## src/logic/rss_pkg.sv

```systemverilog
// Constants and types shared by the regulator start-up sequencer
package rss_pkg;

   // ----------------------------------------------------------------
   // Clock and timing
   // ----------------------------------------------------------------
   localparam int RSS_CLK_NS = 20;
   localparam int RSS_START_DELAY_US = 100;
   localparam int RSS_START_DELAY_CYC = (RSS_START_DELAY_US * 1000 + RSS_CLK_NS - 1) / RSS_CLK_NS;
   localparam int RSS_SLEW_UV_PER_US = 3250;
   localparam int RSS_REF_LSB_UV = 6250;
   localparam int RSS_STEP_NS = RSS_REF_LSB_UV * 1000 / RSS_SLEW_UV_PER_US;
   localparam int RSS_STEP_CYC = RSS_STEP_NS / RSS_CLK_NS;

   // ----------------------------------------------------------------
   // Widths
   // ----------------------------------------------------------------
   localparam int RSS_REF_W = 8;
   localparam int RSS_DLY_W = 13;
   localparam int RSS_STEP_W = 7;
   localparam int RSS_PVID_W = 6;
   localparam int RSS_NOUT = 2;
   localparam int RSS_CORE = 0;
   localparam int RSS_NB = 1;

   // ----------------------------------------------------------------
   // Reference codes, one LSB is 6.25 mV
   // ----------------------------------------------------------------
   localparam logic [7:0] RSS_REF_ZERO = 8'h00;
   localparam logic [7:0] RSS_PVID_TOP_CODE = 8'hF8;
   localparam logic [1:0] RSS_PVID_PAD = 2'h0;
   localparam logic [7:0] RSS_BOOT_CORE [0:3] = '{8'h88, 8'h80, 8'h78, 8'h70};
   localparam logic [7:0] RSS_BOOT_NB [0:3] = '{8'h80, 8'h78, 8'h70, 8'h68};
   localparam logic [7:0] RSS_FIXED_CORE = 8'hA0;
   localparam logic [7:0] RSS_FIXED_NB = 8'hA0;

   // ----------------------------------------------------------------
   // Types
   // ----------------------------------------------------------------
   typedef enum logic [1:0] {PH_FOUR, PH_THREE, PH_TWO} rss_phase_e;

   typedef enum logic [2:0] {ST_OFF, ST_INIT, ST_DELAY, ST_RAMP, ST_DONE} rss_state_e;

   typedef struct packed {
      logic mainBias;
      logic coreDriverBias;
      logic auxDriverBias;
      logic enable;
      logic modeSelectPin;
      logic phaseThreeSenseNeg;
      logic phaseFourSenseNeg;
      logic fixedVoltageSelect;
      logic serialVidData;
      logic serialVidClock;
      logic coreFbHigh;
      logic nbFbHigh;
      logic inLimits;
      logic [5:0] parallelVid;
   } rss_pins_s;

endpackage : rss_pkg

```

## src/logic/rss_regulator_startup_sequencer.sv

```systemverilog
// Start-up sequencer: power-on qualify, mode latch, phase detect, soft-start
`timescale 1ns/1ps
module rss_regulator_startup_sequencer
   import rss_pkg::*;
#(
   parameter int START_DELAY_CYC = RSS_START_DELAY_CYC
)
(
   input wire logic clk,                          // 50 MHz clock
   input wire logic rst_n,                        // Synchronous reset, active low
   input wire logic mainBiasPorOk,                // Main bias above rising POR
   input wire logic coreDriverBias,               // Core driver bias POR passed
   input wire logic auxDriverBias,                // Northbridge driver bias POR passed
   input wire logic enableCmp,                    // Enable comparator output
   input wire logic modeSelectPin,                // High selects serial mode
   input wire logic phaseThreeSenseNeg,           // Third phase sense tied high
   input wire logic phaseFourSenseNeg,            // Fourth phase sense tied high
   input wire logic fixedVoltageSelect,           // Fixed boot voltage select
   input wire logic serialVidData,                // Serial VID data pin
   input wire logic serialVidClock,               // Serial VID clock pin
   input wire logic [5:0] parallelVid,            // Parallel VID code
   input wire logic coreFbAboveRef,               // Core feedback above reference
   input wire logic nbFbAboveRef,                 // Northbridge feedback above reference
   input wire logic outputsInLimits,              // Both outputs inside UV/OV limits
   output logic [7:0] coreRef,                    // Core reference DAC code
   output logic [7:0] nbRef,                      // Northbridge reference DAC code
   output logic coreDriveEn,                      // Core switches allowed to run
   output logic nbDriveEn,                        // Northbridge switches allowed to run
   output logic power_good,                       // Power-good indication
   output logic serialMode,                       // Latched mode, 1 is serial
   output rss_phase_e phaseMode,                  // Detected core phase count
   output logic softStartBusy                     // Soft-start in progress
);

   // ----------------------------------------------------------------
   // Pin synchronisers
   // ----------------------------------------------------------------
   rss_pins_s pinRaw;
   rss_pins_s pinMeta;
   rss_pins_s pins;

   // Parallel VID is synced bit by bit, so it must be steady at start
   assign pinRaw = '{
      mainBias: mainBiasPorOk,
      coreDriverBias: coreDriverBias,
      auxDriverBias: auxDriverBias,
      enable: enableCmp,
      modeSelectPin: modeSelectPin,
      phaseThreeSenseNeg: phaseThreeSenseNeg,
      phaseFourSenseNeg: phaseFourSenseNeg,
      fixedVoltageSelect: fixedVoltageSelect,
      serialVidData: serialVidData,
      serialVidClock: serialVidClock,
      coreFbHigh: coreFbAboveRef,
      nbFbHigh: nbFbAboveRef,
      inLimits: outputsInLimits,
      parallelVid: parallelVid
   };

   always_ff @(posedge clk)
   begin
      if (!rst_n)
      begin
         pinMeta <= '0;
         pins <= '0;
      end
      else
      begin
         pinMeta <= pinRaw;
         pins <= pinMeta;
      end
   end

   // ----------------------------------------------------------------
   // Qualification
   // ----------------------------------------------------------------
   rss_state_e state;
   rss_state_e next_state;
   logic enPrev;
   logic [RSS_DLY_W-1:0] dlyCnt;
   logic [RSS_STEP_W-1:0] stepCnt;
   logic [RSS_REF_W-1:0] refCode [RSS_NOUT];
   logic [RSS_REF_W-1:0] target [RSS_NOUT];
   logic [RSS_NOUT-1:0] driveEn;
   logic [RSS_NOUT-1:0] fbHigh;
   logic [RSS_NOUT-1:0] outActive;
   logic [RSS_NOUT-1:0] atTarget;

   wire biasOk = pins.mainBias & pins.coreDriverBias & pins.auxDriverBias;
   wire enQual = pins.mainBias & pins.enable;
   wire runOk = biasOk & enQual;
   wire enRise = enQual & ~enPrev;

   // Start also needs both driver biases, the same as runOk
   wire startOk = runOk;

   // ----------------------------------------------------------------
   // Target decoding
   // ----------------------------------------------------------------
   wire [1:0] bootSel = {pins.serialVidData, pins.serialVidClock};
   wire [RSS_REF_W-1:0] sviCore = pins.fixedVoltageSelect ? RSS_FIXED_CORE
                                                         : RSS_BOOT_CORE[bootSel];
   wire [RSS_REF_W-1:0] sviNb = pins.fixedVoltageSelect ? RSS_FIXED_NB
                                                       : RSS_BOOT_NB[bootSel];
   wire [RSS_REF_W-1:0] pviCore = RSS_PVID_TOP_CODE - {pins.parallelVid, RSS_PVID_PAD};
   wire [RSS_REF_W-1:0] coreGoal = serialMode ? sviCore : pviCore;
   wire [RSS_REF_W-1:0] nbGoal = serialMode ? sviNb : RSS_REF_ZERO;

   wire rss_phase_e phaseSeen = (pins.phaseThreeSenseNeg && pins.phaseFourSenseNeg)
                                ? PH_TWO
                                : (pins.phaseFourSenseNeg ? PH_THREE : PH_FOUR);

   wire delayDone = (dlyCnt == RSS_DLY_W'(START_DELAY_CYC - 1));
   wire stepTick = (stepCnt == RSS_STEP_W'(RSS_STEP_CYC - 1));
   wire rampDone = &atTarget;

   assign fbHigh = {pins.nbFbHigh, pins.coreFbHigh};
   assign outActive = {serialMode, 1'b1};

   // ----------------------------------------------------------------
   // Sequencer state machine
   // ----------------------------------------------------------------
   always_comb
   begin
      next_state = state;
      case (state)
         ST_OFF:
            if (runOk)
               next_state = ST_INIT;
         ST_INIT:
            if (startOk)
               next_state = ST_DELAY;
         ST_DELAY:
            if (delayDone)
               next_state = ST_RAMP;
         ST_RAMP:
            if (rampDone)
               next_state = ST_DONE;
         ST_DONE:
            next_state = ST_DONE;
         default:
            next_state = ST_OFF;
      endcase
      if (!runOk)
         next_state = ST_OFF;
   end

   always_ff @(posedge clk)
   begin
      if (!rst_n)
         state <= ST_OFF;
      else
         state <= next_state;
   end

   // ----------------------------------------------------------------
   // Mode latch and phase detect
   // ----------------------------------------------------------------
   always_ff @(posedge clk)
   begin
      if (!rst_n)
      begin
         enPrev <= 1'b0;
         serialMode <= 1'b0;
      end
      else
      begin
         enPrev <= enQual;
         if (enRise)
            serialMode <= pins.modeSelectPin;
      end
   end

   always_ff @(posedge clk)
   begin
      if (!rst_n)
         phaseMode <= PH_FOUR;
      else if (state == ST_INIT && startOk)
         phaseMode <= phaseSeen;
   end

   // ----------------------------------------------------------------
   // Delay and step counters
   // ----------------------------------------------------------------
   always_ff @(posedge clk)
   begin
      if (!rst_n || state != ST_DELAY)
         dlyCnt <= '0;
      else
         dlyCnt <= dlyCnt + RSS_DLY_W'(1);
   end

   always_ff @(posedge clk)
   begin
      if (!rst_n || state != ST_RAMP || stepTick)
         stepCnt <= '0;
      else
         stepCnt <= stepCnt + RSS_STEP_W'(1);
   end

   // ----------------------------------------------------------------
   // Target hold
   // ----------------------------------------------------------------
   // Serial pins turn into a live bus after boot, so a restart after a
   // driver bias dip reuses the targets taken at the first start
   logic targetHeld;

   wire captureNow = (state == ST_INIT) && startOk && !targetHeld;

   always_ff @(posedge clk)
   begin
      if (!rst_n || !enQual)
         targetHeld <= 1'b0;
      else if (captureNow)
         targetHeld <= 1'b1;
   end

   // ----------------------------------------------------------------
   // Per-output target, reference ramp and drive gating
   // ----------------------------------------------------------------
   for (genvar i = 0; i < RSS_NOUT; i++)
   begin : g_out
      wire [RSS_REF_W-1:0] goal = (i == RSS_CORE) ? coreGoal : nbGoal;

      assign atTarget[i] = (refCode[i] == target[i]);

      always_ff @(posedge clk)
      begin
         // Only reset, enable low or main bias loss clears a captured target
         if (!rst_n || !enQual)
            target[i] <= RSS_REF_ZERO;
         else if (captureNow)
            target[i] <= goal;
      end

      always_ff @(posedge clk)
      begin
         if (!rst_n || state == ST_OFF || state == ST_INIT)
            refCode[i] <= RSS_REF_ZERO;
         else if (state == ST_RAMP && stepTick && !atTarget[i])
            refCode[i] <= refCode[i] + RSS_REF_W'(1);
      end

      always_ff @(posedge clk)
      begin
         if (!rst_n || !outActive[i] || state == ST_OFF || state == ST_INIT
             || state == ST_DELAY)
            driveEn[i] <= 1'b0;
         else if (state == ST_DONE)
            driveEn[i] <= 1'b1;
         else if (!fbHigh[i])
            driveEn[i] <= 1'b1;
      end
   end

   // ----------------------------------------------------------------
   // Outputs
   // ----------------------------------------------------------------
   assign coreRef = refCode[RSS_CORE];
   assign nbRef = refCode[RSS_NB];
   assign coreDriveEn = driveEn[RSS_CORE];
   assign nbDriveEn = driveEn[RSS_NB];

   always_ff @(posedge clk)
   begin
      if (!rst_n)
      begin
         power_good <= 1'b0;
         softStartBusy <= 1'b0;
      end
      else
      begin
         power_good <= (state == ST_DONE) && runOk && pins.inLimits;
         // Follows next_state so busy moves with the state register
         softStartBusy <= (next_state == ST_DELAY) || (next_state == ST_RAMP);
      end
   end

endmodule : rss_regulator_startup_sequencer

```

## config.mk

```make
export PLATFORM = sky130hd
export DESIGN_NAME = rss_regulator_startup_sequencer
export DESIGN_NICKNAME = d
export VERILOG_FILES = /design/src/logic/rss_pkg.sv /design/src/logic/rss_regulator_startup_sequencer.sv
export SDC_FILE = /design/constraint.sdc
export NUM_CORES = 1
export LEC_CHECK = 0
export BUFFER_PORTS_ARGS = -buffer_cell sky130_fd_sc_hd__clkbuf_2
export CAP_MARGIN = 20
export CORE_MARGIN = 8
export CORE_UTILIZATION = 62
export CTS_CLUSTER_SIZE = 16
export DETAILED_ROUTE_END_ITERATION = 16
export PLACE_DENSITY_LB_ADDON = 0.2
export SETUP_SLACK_MARGIN = 0.2
export SLEW_MARGIN = 10
export SYNTH_ARGS = -nofsm -noshare
export SYNTH_HDL_FRONTEND = slang
export SYNTH_SLANG_ARGS = --single-unit
```

## constraint.sdc

```tcl
create_clock -name clk -period 3.85 [get_ports clk]
set_input_delay 0.385 -clock clk [delete_from_list [all_inputs] [get_ports clk]]
set_output_delay 0.385 -clock clk [all_outputs]
set_load 0.02 [all_outputs]
```

### Word-level counts from Yosys, hierarchy flattened

Memories as Yosys holds them, arrays and structs flattened.
Cells that the tools add are included.
W data, S select, Z words.

* bitwise operators: 11
* reductions and logical operators: 28
* multiply operators: 0
* equality and inequality tests: 14
* muxes and demuxes: 37
* add/sub/neg operators: 5
* div/mod/pow operators: 0
* order comparisons: 1
* shift-type cells: 0

Operators with widths (number)
* $mux W8: 12
* $bmux W8 S2: 2
* $mux W1: 18
* $add A8 B1 Y8 const B: 2
* $eq A8 B8 Y1: 2
* $pmux W3 S5: 1
* $add A13 B1 Y13 const B: 1
* $eq A13 B13 Y1 const B: 1
* $eq A3 B2 Y1 const B: 4
* $logic_or A1 B1 Y1: 12
* $mux W3: 3
* $logic_and A1 B1 Y1: 8
* $sub A8 B8 Y8 const A: 1
* $add A7 B1 Y7 const B: 1
* $eq A7 B7 Y1 const B: 1
* $logic_not A1 Y1: 6
* $ne A3 B2 Y1 const B: 2
* $and A1 B1 Y1: 5
* $ne A2 B1 Y1 const B: 2
* $or A1 B1 Y1: 4
* $eq A3 B1 Y1 const B: 1
* $eq A3 B3 Y1 const B: 1
* $ge A3 B3 Y1 const B: 1
* $logic_not A3 Y1: 1
* other kinds (4): 4

* memories kept: 2
* register bits after elaboration: 70
* input bits: 21
* RAM bits: 32
* bits in read-only memories: 0
* word-level logic and storage cells: 137
* bits in latches: 0
* output and inout bits: 23

Memories
* refCode: words 2, bits a word 8, rd ports 2, clocked after Yosys merged registers in 0, write ports 2, line rss_regulator_startup_sequencer.sv:82 `logic [RSS_REF_W-1:0] refCode [RSS_NOUT];`
* target: words 2, bits a word 8, rd ports 2, clocked after Yosys merged registers in 0, write ports 2, line rss_regulator_startup_sequencer.sv:83 `logic [RSS_REF_W-1:0] target [RSS_NOUT];`

### Longest topological paths before layout

* depth in word-level cells: 9
* mapped depth: 7
* gate-level depth less buffers: 6

### Worst setup path before layout

No wires, ideal clock.

* kind: register -> register
* from: register stepCnt[0]
* to: memory refCode[1][0] (enable)
* data required time: 3.466 ns
* clock period less this slack: 1.998 ns
* arrival: 1.614 ns
* cell stages (with the launch flop): 6
* path buffers: 0
* path slack: 1.852 ns
* setup time: 0.384 ns
* cells stage by stage: dfxtp_1 ha_1 nand4_2 nor3b_2 nand2_1 o21ai_0

RTL lines
* from (decl): line rss_regulator_startup_sequencer.sv:81 `logic [RSS_STEP_W-1:0] stepCnt;`
* from (signal assigned): line rss_regulator_startup_sequencer.sv:198 `stepCnt <= stepCnt + RSS_STEP_W'(1);`
* to (decl): line rss_regulator_startup_sequencer.sv:82

==> results summary <==
The total area inside the core boundary comes to 0.00596 mm². The final number of hold-violating endpoints is 0. Adding up every negative setup slack in the final design gives 0 ns. Of all cell types, the one taking the most synthesized area is sky130_fd_sc_hd__dfxtp_1. The overall via count from detail_route is 2546.

The total setup violations reported at the end of the flow is 0. The maximum buffer depth of the clock tree came out at 2. The count of clock tree sinks is 97.

The post-synthesis cell type count is 37. The die extent in x came out at 94.8 µm. The number of I/O port buffers is 43. The summed instance area of the synthesized netlist came out at 0.00385 mm². The final layout net count came out at 444.

In this run the power density over the cells is 396 mW/mm². STA classifies the critical path startpoint as a flop. The area used by multi-input combinational logic came out at 0.00153 mm². The area overhead of the layout relative to synthesis is 12.1%. The critical path endpoint category is a flop. The number of inserted diodes is 0. In this run, post-CTS repair resized a total of 0 instances. The final worst setup slack came out at 1.73 ns. In the final layout, flip-flops and latches occupy 0.00221 mm². The number of clock buffers inserted by TritonCTS is 9. The initial DRC count is 167. 44 I/O pins were placed.

The per-instance average area after synthesis is 10.5 µm². For this run, design rule violations remaining after detail routing come to 0. The timing-limited maximum frequency came out at 0.471 GHz.

The final clock skew came out at 0.00887 ns. The remaining number of nets flagged by the antenna check after routing is 0. In the final routed layout, each cell accounts on average for 12.6 µm. The overall power after layout came out at 1.71 mW. The clock-pin slew on the worst setup and hold paths is 0.09 ns. The most used flip-flop cell after synthesis is sky130_fd_sc_hd__dfxtp_1.

The die outline height is 94.8 µm. For the worst setup path, the data arrival time is 2.18 ns. The CTS tree is built. The wire length after detailed routing came out at 6230 µm. The pin count of the biggest net entering global routing came out at 50. For this run, the share of the core covered by cells in the final layout is 0.724. The number of cells in the finished layout apart from fillers is 493. The total setup buffers inserted after CTS is 0. The sequential-to-total area share from yosys stat came out at 0.575. By area the synthesized netlist is led by sky130_fd_sc_hd__dfxtp_1 36%, sky130_fd_sc_hd__edfxtp_1 21%, sky130_fd_sc_hd__and2_1 6.5%. The worst-margin pin slew came out at 0.670 ns. The HPWL after detailed placement is 4490 µm. The standard cell area after detailed placement is 0.00411 mm².

Summed over all cells, the static leakage comes to 1.72 nW. The run finished with clean final reports. The average vias per placed instance is 5.16. The worst setup path category is flop to flop. The number of pins with negative max-slew slack in the final report came out at 0. The cell count after placement came out at 476. The tree is rooted in a sky130_fd_sc_hd__clkbuf_8.

Final hold analysis gives a worst-case slack of 0.240 ns. The H-tree was split into 3 levels. Of all nets on the critical path, the largest fanout is 5. The share of the clock period used by the worst path after layout came out at 0.552.

The routed design could run at a clock period as short as 2.12 ns. Prior to clock tree synthesis, the placed netlist has a worst setup slack of 1.54 ns. The share of flip-flops with an asynchronous set or reset is 0. In the final layout, the share of cells above drive strength 1 is 0.160.

Headroom to the max-slew limit came out at 0.553. The first-pass GRT wire length is 10600 µm. The number of max-capacitance violations reported is 0. The insertion delay to the later sink of the worst-skew pair came out at 0.34 ns. The effective utilization at floorplan came out at 0.646. The global-route usage over all layers is 0.149.

The share of synthesized area in the top cell type comes to 0.364. For this run, the number of Yosys warnings is 0. The cell row count is 28.

Setup repair after global routing left no endpoint under its margin. The fill cell instance count of the final layout is 438. The critical path required time is 3.91 ns. The number of global-route vias before repair came out at 2378.

The synthesized instance count is 368. The aggregate global routing overflow is 0. The die footprint came out at 0.00898 mm². The first TritonRoute pass finished after 4 iterations. Synthesis inferred 97 register bits. The number of antenna violations at the first check in global routing was 0.

The number of enable-type register cells in the synthesized netlist is 27. The global placement routability congestion is 0.831. The largest vdd supply drop came out at 0.278 mV.

Summing all non-filler instances in the final layout gives an area of 0.00431 mm². Hold repair after CTS inserted 0 buffers. The post-synth net total is 398.

The kind of path behind the tightest hold check is primary input to flop.
==> where the power goes <==
part | internal (mW) | switching [mW] | leakage, nW
sequential | 1.06 | 0.00634 | 0.905
combinational | 0.0214 | 0.0160 | 0.723
clock | 0.287 | 0.316 | 0.0947
==> cell type report <==
| type | instances | share of cell area |
|---|---|---|
| clock buffer | 12 | 0.0383 |
| clock inverter | 3 | 0.00581 |
| inverter | 13 | 0.0113 |
| multi-input combinational | 247 | 0.356 |
| sequential | 97 | 0.513 |
| tap | 75 | 0.0218 |
| timing repair buffer | 46 | 0.0540 |
==> synth_stat cells, types with 3 or more instances <==
| master | n |
|---|---|
| sky130_fd_sc_hd__nand4_1 | 5 |
| sky130_fd_sc_hd__and3_1 | 5 |
| sky130_fd_sc_hd__and2_1 | 40 |
| sky130_fd_sc_hd__nor2b_1 | 5 |
| sky130_fd_sc_hd__dfxtp_1 | 70 |
| sky130_fd_sc_hd__xor2_1 | 22 |
| sky130_fd_sc_hd__nand3_1 | 19 |
| sky130_fd_sc_hd__ha_1 | 9 |
| sky130_fd_sc_hd__buf_2 | 3 |
| sky130_fd_sc_hd__o21a_1 | 3 |
| sky130_fd_sc_hd__edfxtp_1 | 27 |
| sky130_fd_sc_hd__inv_1 | 13 |
| sky130_fd_sc_hd__clkbuf_1 | 7 |
| sky130_fd_sc_hd__nor2_1 | 50 |
| sky130_fd_sc_hd__or3_1 | 7 |
| sky130_fd_sc_hd__nor3_1 | 3 |
| sky130_fd_sc_hd__xnor2_1 | 16 |
| sky130_fd_sc_hd__a21oi_1 | 12 |
| sky130_fd_sc_hd__o21ai_0 | 12 |
| sky130_fd_sc_hd__nand2_1 | 18 |
| sky130_fd_sc_hd__nor3b_1 | 4 |
==> metal layers <==
metal  vias up  share of wire  global-route usage
li1       1320              -                   -
met4         0          0.013              0.0689
met5         -              0                   0
met1      1148           0.48               0.195
met3        10          0.061              0.0460
met2        68           0.45               0.220
==> cell usage in the layout (no fill, tap or decap), drive strengths merged, types with 3 or more instances in the layout <==
cell type,count
dfxtp,70
nor3,3
nor2b,5
nand4,6
nand3,20
xor2,22
a21oi,12
o21a,3
or3,7
ha,9
and2,40
o21ai,12
clkbuf,56
nor2,50
nor3b,5
inv,13
edfxtp,27
nand2,18
xnor2,16
and3,5
==> kinds of logic after synthesis <==
logic type | after synthesis | share of synthesized area
simple gates | 170 | 0.237
flops | 97 | 0.575
xor+xnor | 38 | 0.0865
compound gates | 29 | 0.0426
buf+inv | 24 | 0.0264
fa+ha+maj | 9 | 0.0293
mux | 1 | 0.00260
==> registers in the layout, indices dropped and copies added, names as in the netlist, 2 cells and up <==
| register | flops |
|---|---|
| state | 3 |
| dlyCnt | 13 |
| pinMeta | 19 |
| bootSel | 2 |
| target | 11 |
| refCode | 16 |
| pins | 15 |
| stepCnt | 7 |
| fbHigh | 2 |
| phaseMode | 2 |
==> worst max-delay path, cell delays in order (launching register included) <==
cell	delay, ns
sky130_fd_sc_hd__dfxtp_1	0.36
sky130_fd_sc_hd__ha_1	0.23
sky130_fd_sc_hd__nand4_2	0.15
sky130_fd_sc_hd__nor3b_2	0.22
sky130_fd_sc_hd__nand2_1	0.11
sky130_fd_sc_hd__o21ai_0	0.49
sky130_fd_sc_hd__clkbuf_2	0.28
==> worst paths after layout <==
kind                      start            end  slack [ns]  cells past startpoint
setup reg to reg     stepCnt[0]  refCode[1][2]        1.73                      6
hold / removal    serialVidData    pinMeta[10]        0.24                      2
setup / recovery     stepCnt[0]  refCode[1][2]        1.73                      6
hold reg to reg      pinMeta[9]     bootSel[0]        0.44                      1
Note: power is estimated with default switching activity, not from simulation.
